[src/hdl/msq_pkg.sv]
// Shared constants and types of the microprogram address sequencer
package msq_pkg;
   // ****************************************
   // Widths and sizes
   // ****************************************
   localparam int ADDR_W = 12;
   localparam int STACK_DEPTH = 9;
   localparam int LEVEL_W = 4;
   localparam int INSTR_W = 4;
   localparam int REG_AW = 4;
   localparam int REG_DW = 32;
   localparam int EVT_W = 4;

   // ****************************************
   // Register map
   // ****************************************
   localparam logic [REG_AW-1:0] OFS_STATUS = 4'h0;
   localparam logic [REG_AW-1:0] OFS_MASK = 4'h4;
   localparam logic [REG_AW-1:0] OFS_STATE = 4'h8;
   localparam logic [REG_AW-1:0] OFS_COUNT = 4'hc;
   localparam logic [EVT_W-1:0] STATUS_RST = 4'h0;
   localparam logic [EVT_W-1:0] MASK_RST = 4'h0;

   // ****************************************
   // Event bits in status and mask
   // ****************************************
   localparam int EVT_OVF = 0;
   localparam int EVT_UNF = 1;
   localparam int EVT_ZERO = 2;
   localparam int EVT_FULL = 3;

   // ****************************************
   // Fields of the state register
   // ****************************************
   localparam int ST_LEVEL_LSB = 0;
   localparam int ST_ZERO = 4;
   localparam int ST_FULL = 5;
   localparam int ST_EMPTY = 6;

   // ****************************************
   // Opcodes, sources, counter commands
   // ****************************************
   typedef enum logic [INSTR_W-1:0] {
      OP_JZ = 4'h0, OP_CJS = 4'h1, OP_JMAP = 4'h2, OP_CJP = 4'h3,
      OP_PUSH = 4'h4, OP_JSRP = 4'h5, OP_CJV = 4'h6, OP_JRP = 4'h7,
      OP_RFCT = 4'h8, OP_RPCT = 4'h9, OP_CRTN = 4'ha, OP_CJPP = 4'hb,
      OP_LDCT = 4'hc, OP_LOOP = 4'hd, OP_CONT = 4'he, OP_TWB = 4'hf
   } msq_op_t;

   typedef enum logic [1:0] {
      SRC_REG = 2'h0, SRC_DATA = 2'h1, SRC_PC = 2'h2, SRC_STACK = 2'h3
   } msq_src_t;

   typedef enum logic [1:0] {
      CNT_HOLD = 2'h0, CNT_LOAD = 2'h1, CNT_DEC = 2'h2
   } msq_cnt_t;

   typedef enum logic [1:0] {
      BR_PIPE = 2'h0, BR_MAP = 2'h1, BR_VECT = 2'h2
   } msq_br_t;
endpackage : msq_pkg

[src/hdl/msq_stack_if.sv]
// Link between the sequencer core and its return-address stack
`timescale 1ns/1ps
`default_nettype none
interface msq_stack_if;
   import msq_pkg::*;
   logic push;
   logic pop;
   logic clear;
   logic [ADDR_W-1:0] push_data;
   logic [ADDR_W-1:0] top;
   logic [LEVEL_W-1:0] level;
   logic full;
   logic empty;
   logic overflow;
   logic underflow;

   modport ctl (output push, pop, clear, push_data,
                input top, level, full, empty, overflow, underflow);
   modport stk (input push, pop, clear, push_data,
                output top, level, full, empty, overflow, underflow);
endinterface : msq_stack_if
`default_nettype wire

[src/hdl/msq_stack.sv]
// Nine-deep return-address stack
`timescale 1ns/1ps
`default_nettype none
module msq_stack #(
   parameter int DEPTH = msq_pkg::STACK_DEPTH
) (
   input wire logic clock,
   input wire logic nrst,
   msq_stack_if.stk sif
);
   import msq_pkg::*;

   logic [ADDR_W-1:0] mem_ff [DEPTH];
   logic [ADDR_W-1:0] nxt_mem [DEPTH];
   logic [LEVEL_W-1:0] cnt_ff;
   logic [LEVEL_W-1:0] nxt_cnt;

   // Index of the top entry, 0 when the stack is empty
   function automatic logic [LEVEL_W-1:0] last_idx(input logic [LEVEL_W-1:0] c);
      last_idx = (c == '0) ? '0 : c - 4'h1;
   endfunction : last_idx

   // ****************************************
   // Status
   // ****************************************
   assign sif.level = cnt_ff;
   assign sif.full = (cnt_ff == LEVEL_W'(DEPTH));
   assign sif.empty = (cnt_ff == '0);
   assign sif.top = mem_ff[last_idx(cnt_ff)];
   assign sif.overflow = sif.push & sif.full;
   assign sif.underflow = sif.pop & sif.empty;

   // ****************************************
   // Next state
   // ****************************************
   always_comb begin
      nxt_mem = mem_ff;
      nxt_cnt = cnt_ff;
      if (sif.clear) begin
         nxt_cnt = '0;
      end else if (sif.push) begin
         if (sif.full) begin
            nxt_mem[DEPTH-1] = sif.push_data;
         end else begin
            nxt_mem[cnt_ff] = sif.push_data;
            nxt_cnt = cnt_ff + 4'h1;
         end
      end else if (sif.pop && !sif.empty) begin
         nxt_cnt = cnt_ff - 4'h1;
      end
   end

   always_ff @(posedge clock or negedge nrst) begin
      if (!nrst) begin
         cnt_ff <= '0;
         for (int i = 0; i < DEPTH; i++) begin
            mem_ff[i] <= '0;
         end
      end else begin
         cnt_ff <= nxt_cnt;
         mem_ff <= nxt_mem;
      end
   end
endmodule : msq_stack
`default_nettype wire

[src/hdl/msq_top.sv]
// Microprogram address sequencer with register port and interrupt
`timescale 1ns/1ps
`default_nettype none
module msq_top (
   input wire logic clock,
   input wire logic nrst,
   input wire logic [msq_pkg::INSTR_W-1:0] instr_code,
   input wire logic cond_code_n,
   input wire logic cond_enable_n,
   input wire logic counter_load_n,
   input wire logic inc_carry_in,
   input wire logic addr_drive_n,
   input wire logic [msq_pkg::ADDR_W-1:0] data_in,
   output logic [msq_pkg::ADDR_W-1:0] y_out,
   output logic y_oe,
   output logic pipe_src_en_n,
   output logic map_src_en_n,
   output logic vector_src_en_n,
   output logic stack_full_n,
   input wire logic [msq_pkg::REG_AW-1:0] reg_addr,
   input wire logic [msq_pkg::REG_DW-1:0] reg_wdata,
   input wire logic reg_wr,
   input wire logic reg_rd,
   output logic [msq_pkg::REG_DW-1:0] reg_rdata,
   output logic irq
);
   import msq_pkg::*;

   localparam int PIN_W = INSTR_W + 5 + ADDR_W;
   // Pin levels assumed in reset, both sync stages alike
   localparam logic [PIN_W-1:0] PIN_IDLE = {{INSTR_W{1'b0}}, 5'h1f, {ADDR_W{1'b0}}};

   // ****************************************
   // Declarations
   // ****************************************
   logic [PIN_W-1:0] pins;
   logic [PIN_W-1:0] sync1_ff;
   logic [PIN_W-1:0] sync2_ff;
   logic [PIN_W-1:0] nxt_sync1;
   logic [PIN_W-1:0] nxt_sync2;
   msq_op_t op;
   logic cc_n_s;
   logic cce_n_s;
   logic ld_n_s;
   logic ci_s;
   logic oe_n_s;
   logic [ADDR_W-1:0] data_s;

   logic [ADDR_W-1:0] cnt_ff;
   logic [ADDR_W-1:0] nxt_cnt;
   logic [ADDR_W-1:0] upc_ff;
   logic [ADDR_W-1:0] nxt_upc;
   logic zero_seen_ff;
   logic nxt_zero_seen;
   logic full_seen_ff;
   logic nxt_full_seen;

   logic fail;
   logic pass;
   logic cnt_zero;
   msq_src_t src;
   msq_cnt_t cnt_cmd;
   msq_br_t br;
   logic do_push;
   logic do_pop;
   logic do_clear;
   logic [ADDR_W-1:0] y_next;

   logic [EVT_W-1:0] status_ff;
   logic [EVT_W-1:0] nxt_status;
   logic [EVT_W-1:0] mask_ff;
   logic [EVT_W-1:0] nxt_mask;
   logic [REG_DW-1:0] rdata_ff;
   logic [REG_DW-1:0] nxt_rdata;
   logic [EVT_W-1:0] events;

   msq_stack_if sif ();

   // ****************************************
   // Pin synchronisers
   // ****************************************
   assign pins = {instr_code, cond_code_n, cond_enable_n, counter_load_n,
                  inc_carry_in, addr_drive_n, data_in};

   always_comb begin
      nxt_sync1 = pins;
      nxt_sync2 = sync1_ff;
   end

   always_ff @(posedge clock or negedge nrst) begin
      if (!nrst) begin
         sync1_ff <= PIN_IDLE;
         sync2_ff <= PIN_IDLE;
      end else begin
         sync1_ff <= nxt_sync1;
         sync2_ff <= nxt_sync2;
      end
   end

   assign op = msq_op_t'(sync2_ff[PIN_W-1 -: INSTR_W]);
   assign cc_n_s = sync2_ff[ADDR_W+4];
   assign cce_n_s = sync2_ff[ADDR_W+3];
   assign ld_n_s = sync2_ff[ADDR_W+2];
   assign ci_s = sync2_ff[ADDR_W+1];
   assign oe_n_s = sync2_ff[ADDR_W];
   assign data_s = sync2_ff[ADDR_W-1:0];

   // ****************************************
   // Condition and zero detect
   // ****************************************
   assign fail = cce_n_s | ~cc_n_s;
   assign pass = ~fail;
   assign cnt_zero = (cnt_ff == '0);

   // ****************************************
   // Instruction decoder
   // ****************************************
   always_comb begin
      src = SRC_PC;
      cnt_cmd = CNT_HOLD;
      br = BR_PIPE;
      do_push = 1'b0;
      do_pop = 1'b0;
      do_clear = 1'b0;
      case (op)
         OP_JZ: begin
            src = SRC_DATA;
            do_clear = 1'b1;
         end
         OP_CJS: begin
            src = pass ? SRC_DATA : SRC_PC;
            do_push = pass;
         end
         OP_JMAP: begin
            src = SRC_DATA;
            br = BR_MAP;
         end
         OP_CJP: begin
            src = pass ? SRC_DATA : SRC_PC;
         end
         OP_PUSH: begin
            do_push = 1'b1;
            cnt_cmd = pass ? CNT_LOAD : CNT_HOLD;
         end
         OP_JSRP: begin
            src = pass ? SRC_DATA : SRC_REG;
            do_push = 1'b1;
         end
         OP_CJV: begin
            src = pass ? SRC_DATA : SRC_PC;
            br = BR_VECT;
         end
         OP_JRP: begin
            src = pass ? SRC_DATA : SRC_REG;
         end
         OP_RFCT: begin
            if (!cnt_zero) begin
               src = SRC_STACK;
               cnt_cmd = CNT_DEC;
            end else begin
               do_pop = 1'b1;
            end
         end
         OP_RPCT: begin
            if (!cnt_zero) begin
               src = SRC_DATA;
               cnt_cmd = CNT_DEC;
            end
         end
         OP_CRTN: begin
            src = pass ? SRC_STACK : SRC_PC;
            do_pop = pass;
         end
         OP_CJPP: begin
            src = pass ? SRC_DATA : SRC_PC;
            do_pop = pass;
         end
         OP_LDCT: begin
            cnt_cmd = CNT_LOAD;
         end
         OP_LOOP: begin
            src = pass ? SRC_PC : SRC_STACK;
            do_pop = pass;
         end
         OP_CONT: begin
            src = SRC_PC;
         end
         OP_TWB: begin
            if (pass) begin
               do_pop = 1'b1;
            end else if (!cnt_zero) begin
               src = SRC_STACK;
               cnt_cmd = CNT_DEC;
            end else begin
               src = SRC_DATA;
               do_pop = 1'b1;
            end
         end
         default: begin
            src = SRC_PC;
         end
      endcase
   end

   // ****************************************
   // Branch source enables
   // ****************************************
   assign pipe_src_en_n = (br != BR_PIPE);
   assign map_src_en_n = (br != BR_MAP);
   assign vector_src_en_n = (br != BR_VECT);

   // ****************************************
   // Address selector and output
   // ****************************************
   always_comb begin
      case (src)
         SRC_REG: y_next = cnt_ff;
         SRC_DATA: y_next = (op == OP_JZ) ? '0 : data_s;
         SRC_PC: y_next = upc_ff;
         SRC_STACK: y_next = sif.top;
         default: y_next = upc_ff;
      endcase
   end

   assign y_out = y_next;
   assign y_oe = ~oe_n_s;

   // ****************************************
   // Stack
   // ****************************************
   assign sif.push = do_push;
   assign sif.pop = do_pop;
   assign sif.clear = do_clear;
   assign sif.push_data = upc_ff;
   assign stack_full_n = ~sif.full;

   msq_stack #(.DEPTH(STACK_DEPTH)) u_stack (
      .clock(clock),
      .nrst(nrst),
      .sif(sif)
   );

   // ****************************************
   // Counter and micro_pc
   // ****************************************
   always_comb begin
      nxt_cnt = cnt_ff;
      if (!ld_n_s) begin
         nxt_cnt = data_s;
      end else begin
         case (cnt_cmd)
            CNT_LOAD: nxt_cnt = data_s;
            CNT_DEC: nxt_cnt = cnt_ff - 12'h001;
            default: nxt_cnt = cnt_ff;
         endcase
      end
      nxt_upc = y_next + {{(ADDR_W-1){1'b0}}, ci_s};
      nxt_zero_seen = cnt_zero;
      nxt_full_seen = sif.full;
   end

   always_ff @(posedge clock or negedge nrst) begin
      if (!nrst) begin
         cnt_ff <= '0;
         upc_ff <= '0;
         zero_seen_ff <= 1'b1;
         full_seen_ff <= 1'b0;
      end else begin
         cnt_ff <= nxt_cnt;
         upc_ff <= nxt_upc;
         zero_seen_ff <= nxt_zero_seen;
         full_seen_ff <= nxt_full_seen;
      end
   end

   // ****************************************
   // Register port and interrupt
   // ****************************************
   always_comb begin
      events = '0;
      events[EVT_OVF] = sif.overflow;
      events[EVT_UNF] = sif.underflow;
      events[EVT_ZERO] = cnt_zero & ~zero_seen_ff;
      events[EVT_FULL] = sif.full & ~full_seen_ff;
      nxt_status = status_ff;
      nxt_mask = mask_ff;
      if (reg_wr && reg_addr == OFS_STATUS) begin
         nxt_status = status_ff & ~reg_wdata[EVT_W-1:0];
      end
      if (reg_wr && reg_addr == OFS_MASK) begin
         nxt_mask = reg_wdata[EVT_W-1:0];
      end
      nxt_status = nxt_status | events;
      nxt_rdata = '0;
      if (reg_rd) begin
         case (reg_addr)
            OFS_STATUS: nxt_rdata[EVT_W-1:0] = status_ff;
            OFS_MASK: nxt_rdata[EVT_W-1:0] = mask_ff;
            OFS_STATE: begin
               nxt_rdata[ST_LEVEL_LSB +: LEVEL_W] = sif.level;
               nxt_rdata[ST_ZERO] = cnt_zero;
               nxt_rdata[ST_FULL] = sif.full;
               nxt_rdata[ST_EMPTY] = sif.empty;
            end
            OFS_COUNT: nxt_rdata[ADDR_W-1:0] = cnt_ff;
            default: nxt_rdata = '0;
         endcase
      end
   end

   always_ff @(posedge clock or negedge nrst) begin
      if (!nrst) begin
         status_ff <= STATUS_RST;
         mask_ff <= MASK_RST;
         rdata_ff <= '0;
      end else begin
         status_ff <= nxt_status;
         mask_ff <= nxt_mask;
         rdata_ff <= nxt_rdata;
      end
   end

   assign reg_rdata = rdata_ff;
   assign irq = |(status_ff & mask_ff);
endmodule : msq_top
`default_nettype wire

[config.mk]
export PLATFORM = sky130hd
export DESIGN_NAME = msq_top
export DESIGN_NICKNAME = d
export VERILOG_FILES = /design/src/hdl/msq_pkg.sv /design/src/hdl/msq_stack_if.sv /design/src/hdl/msq_stack.sv /design/src/hdl/msq_top.sv
export SDC_FILE = /design/constraint.sdc
export NUM_CORES = 1
export LEC_CHECK = 0
export ABC_AREA = 1
export BUFFER_PORTS_ARGS = -buffer_cell sky130_fd_sc_hd__buf_2
export CAP_MARGIN = 20
export CORE_ASPECT_RATIO = 0.8
export CORE_MARGIN = 3
export CORE_UTILIZATION = 63
export CTS_BUF_LIST = sky130_fd_sc_hd__clkbuf_16
export DETAILED_ROUTE_END_ITERATION = 6
export PLACE_DENSITY_LB_ADDON = 0.3
export SETUP_SLACK_MARGIN = 0.1
export SLEW_MARGIN = 20
export SYNTH_ARGS = -nofsm -noshare
export SYNTH_HDL_FRONTEND = slang
export SYNTH_SLANG_ARGS = --single-unit
[constraint.sdc]
create_clock -name clock -period 7.6 [get_ports clock]
set_input_delay 1.14 -clock clock [delete_from_list [all_inputs] [get_ports clock]]
set_output_delay 1.14 -clock clock [all_outputs]
set_load 0.005 [all_outputs]
==> results of run 1 <==
area by class of cell:
type / instances / area share (%)
clock inverter: 15 / 1.351
inverter: 102 / 3.676
timing repair buffer: 70 / 3.699
clock buffer: 17 / 3.993
multi-input combinational: 823 / 37.71
tap: 210 / 2.466
sequential: 200 / 47.10
state kept, by name (all words and copies together) (netlist names):
signal             flops
nxt_sync2             21
full_seen_ff           1
sif.push_data         12
u_stack.sif.level      4
zero_seen_ff           1
reg_rdata             12
cnt_ff                12
mask_ff                4
status_ff              4
u_stack.mem_ff       108
sync2_ff              21
synthesized netlist by cell type, drive strengths merged (11+ instances only):
| cell type | instances |
|---|---|
| inv | 98 |
| o21ai | 148 |
| buf | 37 |
| nor2 | 103 |
| nor3 | 13 |
| dfrtp | 189 |
| nand3 | 104 |
| dfstp | 11 |
| nand2 | 347 |
| xor2 | 12 |
| clkbuf | 27 |
| a21oi | 21 |
routing by layer:
metal	track usage, %	routed length, um
met1	41.42	10780
met2	43.84	10400
met3	7.814	2441
met4	9.108	508
met5	0	0
critical path, stage by stage (launching register included):
cell,delay (ns)
dfrtp_1,0.36
buf_4,0.25
inv_4,0.26
ha_1,0.35
nand2_4,0.24
nand2_1,0.71
inv_2,0.21
nand2_1,0.17
inv_2,0.12
nand2_1,0.08
nand3_1,0.07
nor2_1,0.24
nor2_2,0.08
nor2_2,0.31
nor2_8,0.06
buf_2,0.14
cells by family (layout without fill, tap and decap cells):
logic type                 Yosys count  in the layout
buffers and inverters              166            204
and+or+nand+nor                    579            579
AOI/OAI and AO/OA                  203            203
DFF                                200            200
xor gates and xnor gates            14             14
other                                1             20
adders and majority gates            7              7
how the worst max path moves through the flow:
| stage | slack [ns] | end | from | cells past startpoint |
|---|---|---|---|---|
| after floorplan | 3.97 | y_out[0] | u_stack.sif.level[0] | 17 |
| after global placement | 2.98 | y_out[9] | u_stack.sif.level[0] | 15 |
| after detailed placement | 2.89 | y_out[9] | u_stack.sif.level[0] | 15 |
| after CTS | 2.42 | y_out[9] | u_stack.sif.level[0] | 15 |
| after global routing | 2.12 | y_out[9] | u_stack.sif.level[0] | 15 |
| final | 2.34 | y_out[7] | u_stack.sif.level[0] | 15 |
power groups by stage:
stage / logic (uW) / clock network [uW] / registers [uW]
detailed placement: 1610 / 0 / 1540
finish: 1640 / 877 / 1530
floorplan: 1210 / 0 / 1490
global route: 1840 / 933 / 1570
CTS: 1620 / 882 / 1530
global placement: 1560 / 0 / 1530
per-stage QoR:
stage	util (%)	area, um2	hold WS (ns)
after global routing	70.72	10650	0.3549
after global placement	66.69	10050	0.3319
final	70.72	10650	0.3482
after detailed placement	66.69	10050	0.3362
after floorplan	-	9819	0.3312
after CTS	70.47	10620	0.3508
==> results.yml, run 1 <==
status:
  status: "complete, no violations"
grt:
  gr-total-overflow: 0
  grt_pass1_vias: 7587
  grt_max_degree: 127
  grt_pass1_wl_mm: 38.77
  track_usage_pct: 28.94
  antenna_found_initial: 0
yosys:
  synth-compound-area-share_pct: 11.62
  synth_top_family_by_area: "simple AND/OR/NAND/NOR gates"
  synthArstFlopShare_pct: 100.0
  syn_avg_cell_area_um2: 8.332
  ys_top_cells_by_area: "dfrtp_1 (49%), nand2_1 (13%), o21ai_0 (7.3%), nand3_1 (5.1%), inv_1 (3.3%)"
  syn_inst: 1170
  synth_cell_types: 47
  synth.ff_latch_count: 200
  synth_area_um2: 9748
  yosysWarningCount: 0
  synth-simple-area-share_pct: 26.59
  synthMuxAreaShare_pct: 0
  synth_xor_area_share_pct: 1.335
  synth-edff-count: 0
  ys.flop_type: "dfrtp_1"
  synth_fa_ha_area_share_pct: 0.8985
  synth_area_leader_cell: "dfrtp_1"
  synth_top_cell_area_share_pct: 48.52
  synth-seq-area-share_pct: 51.48
detailed_routing:
  wirelength_mm: 24.13
  drcViolationCount: 0
  first_iter_violations: 850
  wl_per_cell_um: 16.79
  via_count: 8173
  viasPerCell: 5.688
  dr.pass1.iters: 6
  ant_nets: 0
final_layout:
  regArea_um2: 5019
  instances_no_fill: 1437
  fin_nets: 1282
  final_common_cell: "nand2_1"
  mostFrequentLayoutCells: "nand2_1 (332), dfrtp_1 (189), o21ai_0 (142)"
  drive_above_1_share_pct: 14.34
  syn_to_final_growth_pct: 9.293
  multi_input_area_um2: 4018
  filler_cell_count: 1187
  antenna_cells: 0
sta:
  rsz0062_at_grt: "no"
  hold_viol_final: 0
  final.min_clock_period_ns: 5.264
  tns_ns: 0
  tightestPinTransition_ns: 1.037
  fin_skew_ns: 0.007316
  finalCritPeriodShare_pct: 69.27
  relSlewSlack_pct: 30.69
  drv_slew: 0
  setup_ws_ns: 2.336
  fmax_ghz: 0.1900
  finalSetupViolCount: 0
clocking:
  clk_latency_ns: 0.44
  cts_resized: 0
  clk_pin_slew_ns: 0.07
  cts_setup_buffers: 0
  cts_sinks: 200
  cts_buffers: 17
  clk_path_buf_depth: 2
  cts_tree: "yes"
  cts_root_buf: "clkbuf_16"
  cts_max_level: 4
  ctsHoldBuffers: 0
critical_path:
  r2r-end: "sif.push_data[8]"
  cp.arrival_ns: 4.12
  endpoint_kind: "output port"
  worst_ep_required_time_ns: 6.46
  r2r_start: "u_stack.sif.level[0]"
  path_class: "reg2out"
  r2r_cells: 20
  r2r_setup_slack_ns: 2.88
  startpoint_type: "register"
  crit_fanout: 29
die:
  dieArea_um2: 17010
  fp.dieW_um: 145.1
  die_h_um: 117.3
  rows: 40
  initial_core_util_pct: 64.71
  ios: 111
  core_area_um2: 15060
power:
  power_leakage_uw: 0.005184
  clock_power_share_pct: 21.6
  total_power_uw: 4056
  ir_worst_vdd_mv: 0.2022
  p_per_area_nw_per_um2: 380.7
  switchingPower_uw: 1750
  switching_share_pct: 43.15
  power_frac_comb_pct: 40.5
  seqPwrFrac_pct: 37.8
  intPower_uw: 2306
placed_design:
  gp_congestion: 0.9517
  port_buffers: 62
  hpwlAfterDp_mm: 15.91
  post-place-ws_ns: 2.889
  dp.cells: 1402
hold_path:
  hold_end: "sync2_ff[6]"
  whs_path_depth: 0
  hp-start: "nxt_sync2[6]"
  hp-class: "reg2reg"
flow_run:
  drv_cap: 0
Note: power is estimated with default switching activity, not from simulation.
==> inputs of run 2 (changes only) <==
--- a/config.mk
+++ b/config.mk
@@ -10,7 +10,7 @@
 export CAP_MARGIN = 20
 export CORE_ASPECT_RATIO = 0.8
 export CORE_MARGIN = 3
-export CORE_UTILIZATION = 63
+export CORE_UTILIZATION = 59
 export CTS_BUF_LIST = sky130_fd_sc_hd__clkbuf_16
 export DETAILED_ROUTE_END_ITERATION = 6
 export PLACE_DENSITY_LB_ADDON = 0.3
==> constraint.sdc (replaced) <==
create_clock -name clock -period 5.3 [get_ports clock]
set_input_delay 0.795 -clock clock [delete_from_list [all_inputs] [get_ports clock]]
set_output_delay 0.795 -clock clock [all_outputs]
set_load 0.005 [all_outputs]
==> run 2 against run 1 <==
Effect of this change:
- combinational power up 45%
- critical path depth down 3
- final cell count up 0.56%
- global-route usage down 1.5 points
- hold slack better by 0.0038 ns
- first-iteration DRC count up 28%
- clock power up 46%
- sequential power up 44%
- register-to-register slack worse by 1.6 ns
- wire length up 0.63%
- sequential share of layout area down 0.14 points
- largest cell class unchanged
- largest power group unchanged
==> results.yml, run 2 (same netlist as run 1, synthesis figures left out) <==
grt:
  grt_pass1_vias: 7593
  grt_pass1_wl_mm: 38.98
  antenna_found_initial: 0
  track_usage_pct: 27.42
  gr-total-overflow: 0
  grt_max_degree: 107
placed_design:
  place_area_um2: 10080
  hpwlAfterDp_mm: 16.48
  post-place-ws_ns: 1.491
  port_buffers: 62
  gp_congestion: 0.9535
power:
  power_leakage_uw: 0.005203
  ir_worst_vdd_mv: 0.2841
  p_per_area_nw_per_um2: 548.7
critical_path:
  crit_slowest_cell: "dfrtp_1"
  cp.arrival_ns: 3.46
  critPathBufInv: 3
  critPathTopFamily: "simple AND/OR/NAND/NOR gates"
  endpoint_kind: "output port"
  path_class: "reg2out"
  crit_fanout: 20
  cp_cell_sequence: "inv_1 -> ha_1 -> nand2_2 -> nor2_4 -> nand2_4 -> nand2_1 -> nand3_2 -> nor2_2 -> inv_2 -> nor2_1 -> nor2_8 -> buf_2"
  worst_ep_required_time_ns: 4.51
  slowest_delay_ns: 0.41
  startpoint_type: "register"
clocking:
  clk_path_buf_depth: 2
  cts_max_level: 4
  cts_buffers: 17
  cts_resized: 0
  cts_sinks: 200
  cts_root_buf: "clkbuf_16"
  cts_tree: "yes"
  ctsHoldBuffers: 0
  clk_pin_slew_ns: 0.08
  cts_setup_buffers: 0
  clk_latency_ns: 0.45
detailed_routing:
  wl_per_cell_um: 16.80
  ant_nets: 0
  via_count: 8306
  drcViolationCount: 0
  viasPerCell: 5.748
  wirelength_mm: 24.28
  dr.pass1.iters: 5
  first_iter_violations: 1090
final_layout:
  fin_util_pct: 66.98
  top_register: "u_stack.mem_ff"
  antenna_cells: 0
  syn_to_final_growth_pct: 9.627
  drive_above_1_share_pct: 14.55
  final_common_cell: "nand2_1"
  design_area_um2: 10690
  fin_nets: 1285
  largest_reg_flops: 108
  mostFrequentLayoutCells: "nand2_1 (332), dfrtp_1 (189), o21ai_0 (142)"
die:
  core_area_um2: 15950
  fp.dieW_um: 149.7
  initial_core_util_pct: 61.10
  rows: 41
  die_h_um: 121.0
  dieArea_um2: 18110
  ios: 111
sta:
  fin_skew_ns: 0.009494
  final.min_clock_period_ns: 4.259
  hold_ws_ns: 0.3520
  tns_ns: 0
  fmax_ghz: 0.2348
  drv_slew: 0
  relSlewSlack_pct: 32.94
  setup_ws_ns: 1.041
  rsz0062_at_grt: "no"
  finalSetupViolCount: 0
  finalCritPeriodShare_pct: 80.35
  hold_viol_final: 0
  tightestPinTransition_ns: 1.003
flow_run:
  drv_cap: 0
status:
  status: "complete, no violations"
hold_path:
  hp-class: "reg2reg"
## run 2: path summary, 6_finish.rpt
check,endpoint,slack (ns),startpoint,cells after the start
setup / recovery,y_out[2],1.04,cnt_ff[0],12
hold / removal,sync2_ff[1],0.35,nxt_sync2[1],0
setup reg to reg,sif.push_data[8],1.30,cnt_ff[0],19
hold reg to reg,sync2_ff[1],0.35,nxt_sync2[1],0
max in group asynchronous,mask_ff[3],3.66,nrst,2
min in group asynchronous,u_stack.mem_ff[32],0.42,nrst,1
## run 2: cell type report
type | instances | area (um2)
clock buffers | 17 | 425.4
clock inverters | 15 | 151.4
fillers | 1314 | 5268
inverters | 102 | 391.6
multi-input cells | 823 | 4018
flip-flops and latches | 200 | 5019
well taps | 215 | 269.0
repair buffers | 73 | 412.9
## run 2: routing by layer
metal	GRT usage, %	wire, um	up-vias
met4	7.829	392	0
met5	0	0	-
met1	41.45	10930	4014
met2	39.80	10600	398
li1	-	-	3856
met3	6.385	2354	38
## run 2: through the flow
stage | power, uW | instances
after floorplan | 3872 | 1189
after global placement | 4462 | 1410
after detailed placement | 4526 | 1410
after CTS | 5819 | 1442
after global routing | 6255 | 1445
final | 5864 | 1445
## run 2: power by group
group	switching, uW	leakage, uW	internal, uW	total [uW]
combinational	1670	0.00238	714	2380
clock	649	0.000279	631	1280
sequential	260	0.00254	1940	2200
total	2570	0.00520	3290	5860
==> inputs of run 3 (changes only) <==
==> constraint.sdc (replaced) <==
create_clock -name clock -period 4 [get_ports clock]
set_input_delay 0.6 -clock clock [delete_from_list [all_inputs] [get_ports clock]]
set_output_delay 0.6 -clock clock [all_outputs]
set_load 0.005 [all_outputs]
==> run 3 against run 2 <==
Effect of this change:
- clock skew decreased by 0.0017 ns
- critical path depth is 1 higher
- critical path type unchanged
- die area is the same
- wire length rose by 2.2%
- power up 34%
- via count decreased by 0.98%
- sequential share of layout area is 0.32 points lower
- count of clock-buffer cells in the layout did not move
- first-iteration DRC count down 21%
- cell area increased by 0.68%
- global-route usage rose by 1.1 points
==> results.yml, run 3 (same netlist as run 1, synthesis figures left out) <==
status:
  status: "complete, no violations"
clocking:
  cts_tree: "yes"
  ctsHoldBuffers: 0
  cts_root_buf: "clkbuf_16"
  cts_setup_buffers: 0
  clk_path_buf_depth: 2
  cts_buffers: 17
  cts_max_level: 4
  cts_sinks: 200
  clk_pin_slew_ns: 0.07
  clk_latency_ns: 0.44
  cts_resized: 0
power:
  p_per_area_nw_per_um2: 728.5
  power_leakage_uw: 0.005238
  ir_worst_vdd_mv: 0.3810
placed_design:
  gp_congestion: 0.9156
  post-place-ws_ns: 0.4919
  hpwlAfterDp_mm: 17.09
  port_buffers: 62
  place_area_um2: 10160
grt:
  gr-total-overflow: 0
  grt_pass1_wl_mm: 40.04
  grt_pass1_vias: 7660
  antenna_found_initial: 0
  grt_max_degree: 89
  track_usage_pct: 28.54
critical_path:
  path_class: "reg2out"
  worst_ep_required_time_ns: 3.40
  startpoint: "u_stack.sif.level[1]"
  critPathTopFamily: "simple AND/OR/NAND/NOR gates"
  crit_fanout: 23
  slowest_delay_ns: 0.43
  crit_slowest_cell: "dfrtp_1"
  endpoint_kind: "output port"
  cp_cell_sequence: "inv_1 -> ha_2 -> nand2_8 -> nand2_4 -> buf_4 -> nand2_1 -> nand3_1 -> nand3_1 -> nor2_1 -> nor2_2 -> nor2_2 -> nor2_8 -> buf_2"
  r2r_start: "u_stack.sif.level[1]"
  cp.arrival_ns: 3.08
  startpoint_type: "register"
  critPathBufInv: 3
final_layout:
  drive_above_1_share_pct: 15.02
  fin_nets: 1293
  design_area_um2: 10760
  mostFrequentLayoutCells: "nand2_1 (332), dfrtp_1 (189), o21ai_0 (142)"
  antenna_cells: 0
  syn_to_final_growth_pct: 10.37
  largest_reg_flops: 108
  top_register: "u_stack.mem_ff"
  final_common_cell: "nand2_1"
die:
  initial_core_util_pct: 61.10
  fp.dieW_um: 149.7
  rows: 41
  dieArea_um2: 18110
  ios: 111
  core_area_um2: 15950
  die_h_um: 121.0
sta:
  finalCritPeriodShare_pct: 91.94
  relSlewSlack_pct: 33.54
  fin_skew_ns: 0.007750
  drv_slew: 0
  setup_ws_ns: 0.3224
  tightestPinTransition_ns: 0.9940
  fmax_ghz: 0.2719
  tns_ns: 0
  final.min_clock_period_ns: 3.678
  finalSetupViolCount: 0
  hold_viol_final: 0
  rsz0062_at_grt: "no"
detailed_routing:
  ant_nets: 0
  first_iter_violations: 863
  drcViolationCount: 0
  wl_per_cell_um: 17.08
  via_count: 8225
  dr.pass1.iters: 5
  viasPerCell: 5.661
  wirelength_mm: 24.81
flow_run:
  drv_cap: 0
hold_path:
  hp-class: "in2async"
## run 3: routing by layer
| layer | global-route usage (%) | up-vias | part of all wire [%] |
|---|---|---|---|
| met5 | 0 | - | 0 |
| met2 | 40.31 | 381 | 43 |
| met3 | 6.908 | 34 | 9.1 |
| met4 | 8.571 | 0 | 1.6 |
| li1 | - | 3876 | - |
| met1 | 43.73 | 3934 | 46 |
## run 3: per-stage QoR
stage,power (uW),hold WS (ns),instances,util (%)
6_report,7838,0.1847,1453,67.44
5_1_grt,8401,0.2227,1453,67.44
4_1_cts,7776,0.2329,1453,67.31
3_5_place_dp,6054,0.3347,1421,63.67
3_3_place_gp,5953,0.3320,1421,63.67
2_1_floorplan,5130,0.3044,1189,-
## run 3: path summary, 6_finish.rpt
check / endpoint / slack, ns / cells past startpoint
min: u_stack.mem_ff[54] / 0.18 / 1
max: y_out[7] / 0.32 / 13
min reg2reg: sync2_ff[6] / 0.35 / 0
max in group asynchronous: sync2_ff[16] / 2.77 / 2
min in group clock: nxt_sync2[13] / 0.25 / 1
max reg2reg: sif.push_data[8] / 0.51 / 21
## run 3: power breakdown
| part | switching, uW | internal, uW | leakage [uW] |
|---|---|---|---|
| clock | 779 | 923 | 0.000284 |
| sequential | 358 | 2580 | 0.00254 |
| combinational | 2200 | 1000 | 0.00241 |
## run 3: final cells by class
class / instances / area (um2)
Clock buffer: 17 / 425.4
Clock inverter: 15 / 155.1
Fill cell: 1313 / 5195
Inverter: 102 / 391.6
Multi-Input combinational cell: 823 / 4034
Sequential cell: 200 / 5019
Tap cell: 215 / 269.0
Timing Repair Buffer: 81 / 465.4
